### config.mk
export PLATFORM = sky130hd
export DESIGN_NAME = tcl_loader
export DESIGN_NICKNAME = d
export VERILOG_FILES = /design/src/tcl_nvm.v /design/src/tcl_csum.v /design/src/tcl_loader.v
export VERILOG_INCLUDE_DIRS = /design/src
export SDC_FILE = /design/constraint.sdc
export NUM_CORES = 2
export LEC_CHECK = 0
export BUFFER_PORTS_ARGS = -buffer_cell sky130_fd_sc_hd__buf_2
export CAP_MARGIN = 20
export CELL_PAD_IN_SITES_DETAIL_PLACEMENT = 0
export CELL_PAD_IN_SITES_GLOBAL_PLACEMENT = 1
export CORE_ASPECT_RATIO = 1.5
export CORE_MARGIN = 3
export CORE_UTILIZATION = 56
export DETAILED_ROUTE_END_ITERATION = 8
export GPL_ROUTABILITY_DRIVEN = 1
export PLACE_DENSITY = 0.79
export SLEW_MARGIN = 20
export SYNTH_ARGS = -nofsm -noshare
export SYNTH_HDL_FRONTEND = slang
export SYNTH_SLANG_ARGS = --single-unit
### constraint.sdc
create_clock -name ref_clk -period 9.5 [get_ports ref_clk]
set_clock_uncertainty 0.15 [all_clocks]
set_input_delay 0.95 -clock ref_clk [delete_from_list [all_inputs] [get_ports ref_clk]]
set_output_delay 0.95 -clock ref_clk [all_outputs]
set_load 0.05 [all_outputs]
### src/tcl_defines.vh
// Constants for the touch calibration loader: frame codes, memory layout,
// register offsets and field positions.
// Included by the checksum and loader design files and the bench (not the byte store); holds definitions only.
`ifndef TCL_DEFINES_VH
`define TCL_DEFINES_VH

// ****************************************************************
// Frame codes
// ****************************************************************
`define TCL_HDR          8'h55
`define TCL_CMD_EN       8'h12
`define TCL_CMD_DIS      8'h13
`define TCL_CMD_REGWR    8'h21
`define TCL_CMD_BASE     8'h22
`define TCL_CMD_PERSIST  8'h23
`define TCL_CMD_NVWR     8'h29
`define TCL_ST_OK        8'h00
`define TCL_ST_BADFMT    8'h04
`define TCL_ST_UNKNOWN   8'h03
`define TCL_ADDR_HI      8'h00
`define TCL_LEN_MIN      8'h01
`define TCL_LEN_MAX      8'h08
`define TCL_WR_OVH       8'h04
`define TCL_RESP_SHORT   3'h4
`define TCL_RESP_LONG    3'h5
`define TCL_RESP_OVH     3'h2
`define TCL_BODY_MAX     4'hB

// ****************************************************************
// Calibration image layout and checksum
// ****************************************************************
`define TCL_SEED         8'h45
`define TCL_KEY          8'h55
`define TCL_P_KEY        7'h16
`define TCL_P_FIRST      7'h17
`define TCL_P_LAST       7'h27
`define TCL_P_SUM        7'h28
`define TCL_M_KEY        7'h3E
`define TCL_M_LAST       7'h4F
`define TCL_M_SUM        7'h50

// ****************************************************************
// Registers
// ****************************************************************
`define TCL_REG_BASE     8'h20
`define TCL_REG_COUNT    5'h10
`define TCL_OFS_OPT      4'hD
`define TCL_OPT_CAL_EN   0
`define TCL_OPT_WIRE     1
`define TCL_OPT_MASK     8'h03

`endif

### src/tcl_nvm.v
// Non-volatile byte store of the loader: one write port, one read port.
// Assumes a single clock; contents are kept across reset like real storage.
`timescale 1ns/1ps
`default_nettype none
module tcl_nvm #(
  parameter DEPTH = 256,
  parameter AW    = 8
) (
  input  wire          ref_clk,
  input  wire          wr_en,
  input  wire [AW-1:0] wr_addr,
  input  wire [7:0]    wr_data,
  input  wire [AW-1:0] rd_addr,
  output reg  [7:0]    rd_data_ff
);
  // ****************************************************************
  // Storage
  // ****************************************************************
  // No reset on the array: a power cycle must not erase the stored image
  reg [7:0] mem [0:DEPTH-1];

  always @(posedge ref_clk) begin
    if (wr_en) begin
      mem[wr_addr] <= wr_data;
    end
    rd_data_ff <= mem[rd_addr];
  end
endmodule
`default_nettype wire

### src/tcl_csum.v
// Additive 8-bit checksum accumulator, seeded at reset.
// Assumes the caller presents one byte per add_en pulse.
`include "tcl_defines.vh"
`timescale 1ns/1ps
`default_nettype none
module tcl_csum (
  input  wire       ref_clk,
  input  wire       rst_n,
  input  wire       add_en,
  input  wire [7:0] data,
  output reg  [7:0] sum_ff
);
  // ****************************************************************
  // Accumulator
  // ****************************************************************
  always @(posedge ref_clk or negedge rst_n) begin
    if (!rst_n) begin
      sum_ff <= `TCL_SEED;
    end else if (add_en) begin
      sum_ff <= sum_ff + data;
    end
  end
endmodule
`default_nettype wire

### src/tcl_loader.v
// Command interpreter of the touch calibration loader.
// Assumes bytes arrive on rx with a valid/ready handshake, synchronous to ref_clk.
//
// Contract
// - checksum is 8-bit sum, carry dropped
// - seed 0x45, add 18 bytes key..flip
// - option bit0 selects calibrated coordinates
// - option bit1 selects eight or four wire
// - option bits 7-2 read zero
// - command 0x22 returns register base address
// - command 0x21 writes addressed registers
// - command 0x23 copies registers to storage
// - loaded calibration takes effect after power-up
// - write frame: header,count,cmd,0x00,addr,length
// - length 1..8, data to consecutive locations
// - write success reply 55 02 00 29
// - reporting off 55 01 13, echoed reply; the loader replies 55 02 00 13
`include "tcl_defines.vh"
`timescale 1ns/1ps
`default_nettype none
module tcl_loader #(
  parameter [7:0] REG_BASE = `TCL_REG_BASE
) (
  input  wire       ref_clk,
  input  wire       rst_n,
  input  wire [7:0] rx_data,
  input  wire       rx_valid,
  output wire       rx_ready,
  output reg  [7:0] tx_data_ff,
  output reg        tx_valid_ff,
  input  wire       tx_ready,
  output reg        report_enable_ff,
  output reg        cal_valid_ff,
  output wire       calibrated_coord_enable,
  output wire       sensor_wire_select,
  output wire       boot_busy
);
  // ****************************************************************
  // States
  // ****************************************************************
  localparam [5:0] S_BOOT = 6'h01;
  localparam [5:0] S_HDR  = 6'h02;
  localparam [5:0] S_CNT  = 6'h04;
  localparam [5:0] S_BODY = 6'h08;
  localparam [5:0] S_EXEC = 6'h10;
  localparam [5:0] S_RESP = 6'h20;

  reg  [5:0] state_ff;
  reg  [7:0] cnt_ff;
  reg  [7:0] idx_ff;
  reg  [7:0] cmd_ff;
  reg  [7:0] body_ff [0:10];
  reg  [3:0] ptr_ff;
  reg  [7:0] regs_ff [0:15];
  reg  [7:0] status_ff;
  reg  [2:0] rlen_ff;
  reg  [2:0] ridx_ff;
  reg  [6:0] scan_ff;
  reg  [6:0] sd_ff;
  reg        sdv_ff;
  reg        pkey_ff;
  reg        mkey_ff;
  reg        pok_ff;
  integer    i;

  wire [7:0] nvm_rd;
  wire [7:0] psum;
  wire [7:0] msum;

  // ****************************************************************
  // Frame decode
  // ****************************************************************
  wire [7:0] len      = body_ff[2];
  wire [7:0] waddr    = body_ff[1];
  wire [7:0] roff     = waddr - REG_BASE;
  wire       fmt_ok   = (body_ff[0] == `TCL_ADDR_HI) && (len >= `TCL_LEN_MIN) &&
                        (len <= `TCL_LEN_MAX) && (cnt_ff == len + `TCL_WR_OVH);
  wire       reg_ok   = fmt_ok && (waddr >= REG_BASE) &&
                        ({1'b0, roff} + {1'b0, len} <= {4'h0, `TCL_REG_COUNT});
  wire       last_ptr = ({4'h0, ptr_ff} + 8'h01 == len);
  wire [3:0] roff_p   = roff[3:0] + ptr_ff;
  wire [7:0] wdata    = body_ff[ptr_ff + 4'h3];

  wire in_exec   = (state_ff == S_EXEC);
  wire is_nvwr   = in_exec && (cmd_ff == `TCL_CMD_NVWR);
  wire is_persist = in_exec && (cmd_ff == `TCL_CMD_PERSIST);

  // ****************************************************************
  // Storage and checksums
  // ****************************************************************
  wire       nvm_we = (is_nvwr && fmt_ok) || is_persist;
  wire [7:0] nvm_wa = is_persist ? {4'h0, ptr_ff} : waddr + {4'h0, ptr_ff};
  wire [7:0] nvm_wd = is_persist ? regs_ff[ptr_ff] : wdata;

  tcl_nvm #(
    .DEPTH (256),
    .AW    (8)
  ) u_nvm (
    .ref_clk    (ref_clk),
    .wr_en      (nvm_we),
    .wr_addr    (nvm_wa),
    .wr_data    (nvm_wd),
    .rd_addr    ({1'b0, scan_ff}),
    .rd_data_ff (nvm_rd)
  );

  // Primary image key..flip, and the same span of the mirror copy
  wire padd = sdv_ff && (sd_ff >= `TCL_P_KEY) && (sd_ff <= `TCL_P_LAST);
  wire madd = sdv_ff && (sd_ff >= `TCL_M_KEY) && (sd_ff <= `TCL_M_LAST);

  tcl_csum u_csum_p (
    .ref_clk (ref_clk),
    .rst_n   (rst_n),
    .add_en  (padd),
    .data    (nvm_rd),
    .sum_ff  (psum)
  );

  tcl_csum u_csum_m (
    .ref_clk (ref_clk),
    .rst_n   (rst_n),
    .add_en  (madd),
    .data    (nvm_rd),
    .sum_ff  (msum)
  );

  // ****************************************************************
  // Outputs
  // ****************************************************************
  assign rx_ready  = (state_ff == S_HDR) || (state_ff == S_CNT) || (state_ff == S_BODY);
  assign boot_busy = (state_ff == S_BOOT);
  // Validity is only judged at boot, so new images wait for the next power-up
  assign calibrated_coord_enable = regs_ff[`TCL_OFS_OPT][`TCL_OPT_CAL_EN] & cal_valid_ff;
  assign sensor_wire_select = regs_ff[`TCL_OFS_OPT][`TCL_OPT_WIRE];

  function [7:0] resp_byte;
    input [2:0] n;
    begin
      case (n)
        3'h0:    resp_byte = `TCL_HDR;
        3'h1:    resp_byte = {5'h00, rlen_ff - `TCL_RESP_OVH};
        3'h2:    resp_byte = status_ff;
        3'h3:    resp_byte = cmd_ff;
        default: resp_byte = REG_BASE;
      endcase
    end
  endfunction

  // ****************************************************************
  // Sequencer
  // ****************************************************************
  always @(posedge ref_clk or negedge rst_n) begin
    if (!rst_n) begin
      state_ff         <= S_BOOT;
      cnt_ff           <= 8'h00;
      idx_ff           <= 8'h00;
      cmd_ff           <= 8'h00;
      ptr_ff           <= 4'h0;
      status_ff        <= `TCL_ST_OK;
      rlen_ff          <= `TCL_RESP_SHORT;
      ridx_ff          <= 3'h0;
      scan_ff          <= 7'h00;
      sd_ff            <= 7'h00;
      sdv_ff           <= 1'b0;
      pkey_ff          <= 1'b0;
      mkey_ff          <= 1'b0;
      pok_ff           <= 1'b0;
      cal_valid_ff     <= 1'b0;
      report_enable_ff <= 1'b1;
      tx_data_ff       <= 8'h00;
      tx_valid_ff      <= 1'b0;
      for (i = 0; i < 11; i = i + 1) begin
        body_ff[i] <= 8'h00;
      end
      for (i = 0; i < 16; i = i + 1) begin
        regs_ff[i] <= 8'h00;
      end
    end else begin
      case (state_ff)
        S_BOOT: begin
          // Read latency of one cycle: sd_ff tags the byte now on nvm_rd
          sd_ff  <= scan_ff;
          sdv_ff <= 1'b1;
          if (scan_ff != `TCL_M_SUM) begin
            scan_ff <= scan_ff + 7'h01;
          end
          if (sdv_ff) begin
            if (sd_ff < {2'h0, `TCL_REG_COUNT}) begin
              regs_ff[sd_ff[3:0]] <= (sd_ff[3:0] == `TCL_OFS_OPT) ? (nvm_rd & `TCL_OPT_MASK) : nvm_rd;
            end
            if (sd_ff == `TCL_P_KEY) begin
              pkey_ff <= (nvm_rd == `TCL_KEY);
            end
            if (sd_ff == `TCL_M_KEY) begin
              mkey_ff <= (nvm_rd == `TCL_KEY);
            end
            if (sd_ff == `TCL_P_SUM) begin
              pok_ff <= pkey_ff && (nvm_rd == psum);
            end
            if (sd_ff == `TCL_M_SUM) begin
              // Mirror copy rescues an image whose primary is damaged
              cal_valid_ff <= pok_ff || (mkey_ff && (nvm_rd == msum));
              sdv_ff       <= 1'b0;
              state_ff     <= S_HDR;
            end
          end
        end
        S_HDR: begin
          if (rx_valid && (rx_data == `TCL_HDR)) begin
            state_ff <= S_CNT;
          end
        end
        S_CNT: begin
          if (rx_valid) begin
            cnt_ff   <= rx_data;
            idx_ff   <= 8'h00;
            state_ff <= (rx_data == 8'h00) ? S_HDR : S_BODY;
          end
        end
        S_BODY: begin
          if (rx_valid) begin
            if (idx_ff == 8'h00) begin
              cmd_ff <= rx_data;
            end else if (idx_ff <= {4'h0, `TCL_BODY_MAX}) begin
              body_ff[idx_ff[3:0] - 4'h1] <= rx_data;
            end
            idx_ff <= idx_ff + 8'h01;
            if (idx_ff + 8'h01 == cnt_ff) begin
              ptr_ff   <= 4'h0;
              state_ff <= S_EXEC;
            end
          end
        end
        S_EXEC: begin
          status_ff <= `TCL_ST_OK;
          rlen_ff   <= `TCL_RESP_SHORT;
          case (cmd_ff)
            `TCL_CMD_NVWR: begin
              if (!fmt_ok) begin
                status_ff <= `TCL_ST_BADFMT;
                state_ff  <= S_RESP;
              end else if (last_ptr) begin
                state_ff <= S_RESP;
              end else begin
                ptr_ff <= ptr_ff + 4'h1;
              end
            end
            `TCL_CMD_REGWR: begin
              if (!reg_ok) begin
                status_ff <= `TCL_ST_BADFMT;
                state_ff  <= S_RESP;
              end else begin
                regs_ff[roff_p] <= (roff_p == `TCL_OFS_OPT) ? (wdata & `TCL_OPT_MASK) : wdata;
                if (last_ptr) begin
                  state_ff <= S_RESP;
                end else begin
                  ptr_ff <= ptr_ff + 4'h1;
                end
              end
            end
            `TCL_CMD_PERSIST: begin
              if ({1'b0, ptr_ff} + 5'h01 == `TCL_REG_COUNT) begin
                state_ff <= S_RESP;
              end else begin
                ptr_ff <= ptr_ff + 4'h1;
              end
            end
            `TCL_CMD_BASE: begin
              rlen_ff  <= `TCL_RESP_LONG;
              state_ff <= S_RESP;
            end
            `TCL_CMD_EN: begin
              report_enable_ff <= 1'b1;
              state_ff         <= S_RESP;
            end
            `TCL_CMD_DIS: begin
              report_enable_ff <= 1'b0;
              state_ff         <= S_RESP;
            end
            default: begin
              status_ff <= `TCL_ST_UNKNOWN;
              state_ff  <= S_RESP;
            end
          endcase
          if (state_ff != S_RESP) begin
            tx_data_ff  <= `TCL_HDR;
            ridx_ff     <= 3'h0;
          end
        end
        S_RESP: begin
          // Header byte was loaded on entry; raise valid, then step on ready
          if (!tx_valid_ff) begin
            tx_valid_ff <= 1'b1;
          end else if (tx_ready) begin
            if (ridx_ff + 3'h1 == rlen_ff) begin
              tx_valid_ff <= 1'b0;
              state_ff    <= S_HDR;
            end else begin
              ridx_ff    <= ridx_ff + 3'h1;
              tx_data_ff <= resp_byte(ridx_ff + 3'h1);
            end
          end
        end
        default: begin
          state_ff <= S_HDR;
        end
      endcase
    end
  end
endmodule
`default_nettype wire

==> results.toml <==
[synth]
synth_cells = 3139
yosysSeqAreaShare_pct = 67.7
yosysTopAreaCell = "edfxtp_1"
avgSynthCellArea_sq_um = 18.1
ys_ff_latch = 1333
synthTopCellsByArea = "edfxtp_1 (54%), mux4_2 (16%), dfrtp_1 (13%)"
synthTopCellsByCount = "edfxtp_1 (1024), mux4_2 (392), dfrtp_1 (293)"
netlist.area_leader.share_pct = 54.2
synth_warnings = 0
synth_fp_nets = 3202
yosysMostFrequentCell = "edfxtp_1"
synth_edf_count = 1024
synth_cell_types = 85
ys.flop_type = "edfxtp_1"
async_reset_ff_share_pct = 22.6
syn_area_sq_mm = 0.0568

[worst_hold_path]
min_path_type = "in -> async"

[placed_design]
dpl_cell_area_sq_mm = 0.0582
portBuffers = 26
place_congestion = 0.912
dp.final_hpwl_microns = 90700

[routing]
routedWlPerCell_microns = 31.2
drtIter0Drc = 3492
avgViaCountPerCell = 6.76
wirelength_microns = 142000
drc = 0
num_vias = 30700
final_antenna_net_count = 0
drt_pass1_iterations = 6

[timing]
fmax_ghz = 0.170
drv_slew = 0
worst_pin_slew_ns = 1.18
max-slew-margin-rel_pct = 20.8
setup_violations = 0
rsz0062_at_grt = "no"
fin_tns_setup_ns = 0
fin_crit_sh_pct = 61.9
period_minus_slack_ns = 5.88
final-hold-violation-count = 0

[floorplan]
initial_core_util_pct = 56.6
dieHeight_microns = 396
core_sq_mm = 0.100
floorplan.io_pins = 27
dieArea_sq_mm = 0.105
row_count = 142
fp.dieW_microns = 266

[critical_path]
worstPathMaxFanout = 36
path_cells = "buf_4, ha_1, fa_1, a21o_1, a21oi_1, nand3b_1, xnor2_1, o31ai_1, nand3_1, nor2_1"
reg2reg_from = "ptr_ff[0]"
crit_arrival_ns = 6.07
reg2reg_depth = 10
path_class = "reg -> reg"
timing.rr.end = "u_nvm.mem[29][1]"
startpoint = "ptr_ff[0]"
worstSetupEndpoint = "u_nvm.mem[29][1]"
max_stage_delay_ns = 0.94
slowest_stage = "o31ai_1"
startpoint_type = "flip-flop"
worstPathRequired_ns = 9.69
end_kind = "flip-flop"
reg2reg_slack_ns = 3.62

[global_route]
overflow = 0
grt_pass1_wl_microns = 212000
grt_use_total_pct = 27.4
grt_max_degree = 181
antenna_found_initial = 3
first_global_vias = 31500

[power_and_ir_drop]
max-vdd-ir-drop_v = 0.000169
power_leakage_nw = 22.0
power_density_mw_per_mm2 = 198

[clock_tree]
cts_sinks = 1333
cts_setup_buffers = 0
cts_hold_buf = 0
cts_tree = "done"
clk_path_buf_depth = 3
root_buffer = "clkbuf_16"
clock_latency_ns = 0.73
h-tree-depth = 3
cts_made_buffers = 118
cts_resized = 0
clkTransAtPathRegs_ns = 0.07

[cells_and_area]
final_area_sq_mm = 0.0625
n_fill_cell = 6875
seq_area_sq_mm = 0.0385
nets = 3204
drive_gt1_share_pct = 25.8
area_growth_pct = 10.1
multi_input_area_sq_mm = 0.0174

[status]
status = "finished clean"

[run]
max_cap_viol_count = 0
-- per-stage QoR --
| stage | std cells | worst slack, ns | power, mW | hold WS (ns) | util (%) |
|---|---|---|---|---|---|
| after floorplan | 3139 | 2.31 | 7.04 | 0.300 | - |
| after global placement | 4313 | 3.77 | 7.29 | 0.304 | 58.1 |
| after detailed placement | 4314 | 3.62 | 7.32 | 0.317 | 58.1 |
| after CTS | 4536 | 3.63 | 12.4 | 0.172 | 62.3 |
| after global routing | 4539 | 3.26 | 12.7 | 0.221 | 62.4 |
| final | 4540 | 3.62 | 12.4 | 0.166 | 62.4 |
-- layout make-up --
cell class / instances / share of cell area [%]
tap: 1296 / 2.59
inverter: 41 / 0.246
clock buffer: 143 / 5.06
timing repair buffer: 77 / 1.02
clock inverter: 79 / 1.67
sequential: 1333 / 61.6
antenna: 1 / 0.00400
multi-input combinational: 1570 / 27.8
-- worst min path at each step --
stage | start | end | slack, ns | depth (start not counted)
5_1_grt | rst_n | idx_ff[1] | 0.22 | 1
6_report | rst_n | idx_ff[1] | 0.17 | 1
3_3_place_gp | tx_data_ff[1] | tx_data_ff[1] | 0.30 | 2
4_1_cts | rst_n | idx_ff[0] | 0.17 | 1
2_1_floorplan | status_ff[2] | status_ff[2] | 0.30 | 2
3_5_place_dp | tx_data_ff[1] | tx_data_ff[1] | 0.32 | 2
-- metal layers --
layer / up-vias / track usage, % / part of all wire (%)
met2: 1422 / 47.5 / 52
met3: 316 / 3.61 / 6.3
met4: 4 / 13.0 / 5.3
li1: 12800 / - / -
met5: - / 0 / 0.019
met1: 16100 / 34.4 / 36
-- worst max-delay path, delay by kind of cell (launching register included) --
family                   cells  cell delay, ns
AO/OA/AOI/OAI                3            1.18
adder cells (fa/ha/maj)      2            0.56
AND/OR/NAND/NOR              3            1.99
flip-flops                   1            0.74
XOR/XNOR                     1            0.16
buffers and inverters        1            0.66
-- placed cells by master (no fill, tap or decap), types with 18 or more instances in the layout --
cell       instances
o21bai_1          21
o2bb2ai_1        122
buf_2             25
o21ai_0           43
dfrtp_1          287
nand2_1           85
xnor2_1           32
a22oi_1          122
buf_4             41
xor2_1            20
edfxtp_1        1024
bufinv_16         24
inv_1             40
and2_1            21
nor2_1           197
ha_1              47
nand3_1           32
mux2_2           120
clkbuf_16        122
a21oi_1           31
nor3_1            20
nor2b_1           21
mux4_2           392
nand4_1           20
clkinv_1          18
-- where the power goes --
group          internal [mW]  leakage, nW  switching (mW)
registers               6.40         14.5          0.0950
clock network           3.03         2.02            2.15
logic                  0.203         5.55           0.509
-- flip-flops by register name (all words and copies together) (netlist names), 2 cells and up --
| register | flops |
|---|---|
| u_nvm.mem | 1024 |
| ridx_ff | 3 |
| regs_ff | 127 |
| len | 8 |
| status_ff | 2 |
| u_nvm.rd_data_ff | 8 |
| body_ff | 72 |
| tx_data_ff | 8 |
| ptr_ff | 4 |
| sd_ff | 7 |
| cnt_ff | 8 |
| waddr | 8 |
| u_csum_p.sum_ff | 8 |
| scan_ff | 7 |
| cmd_ff | 8 |
| idx_ff | 8 |
| state_ff | 6 |
| u_csum_m.sum_ff | 8 |
-- kinds of logic (layout without fill, tap and decap cells) --
logic type	after synthesis	in the layout	share of synthesized area (%)
mux	528	528	18.2
buf+inv	236	340	1.72
fa+ha+maj	52	52	1.19
flops	1333	1333	67.7
simple gates	498	498	4.37
xor+xnor	53	53	0.818
compound gates	439	439	5.91
other cells	0	1	0
Note: power is estimated with default switching activity, not from simulation.
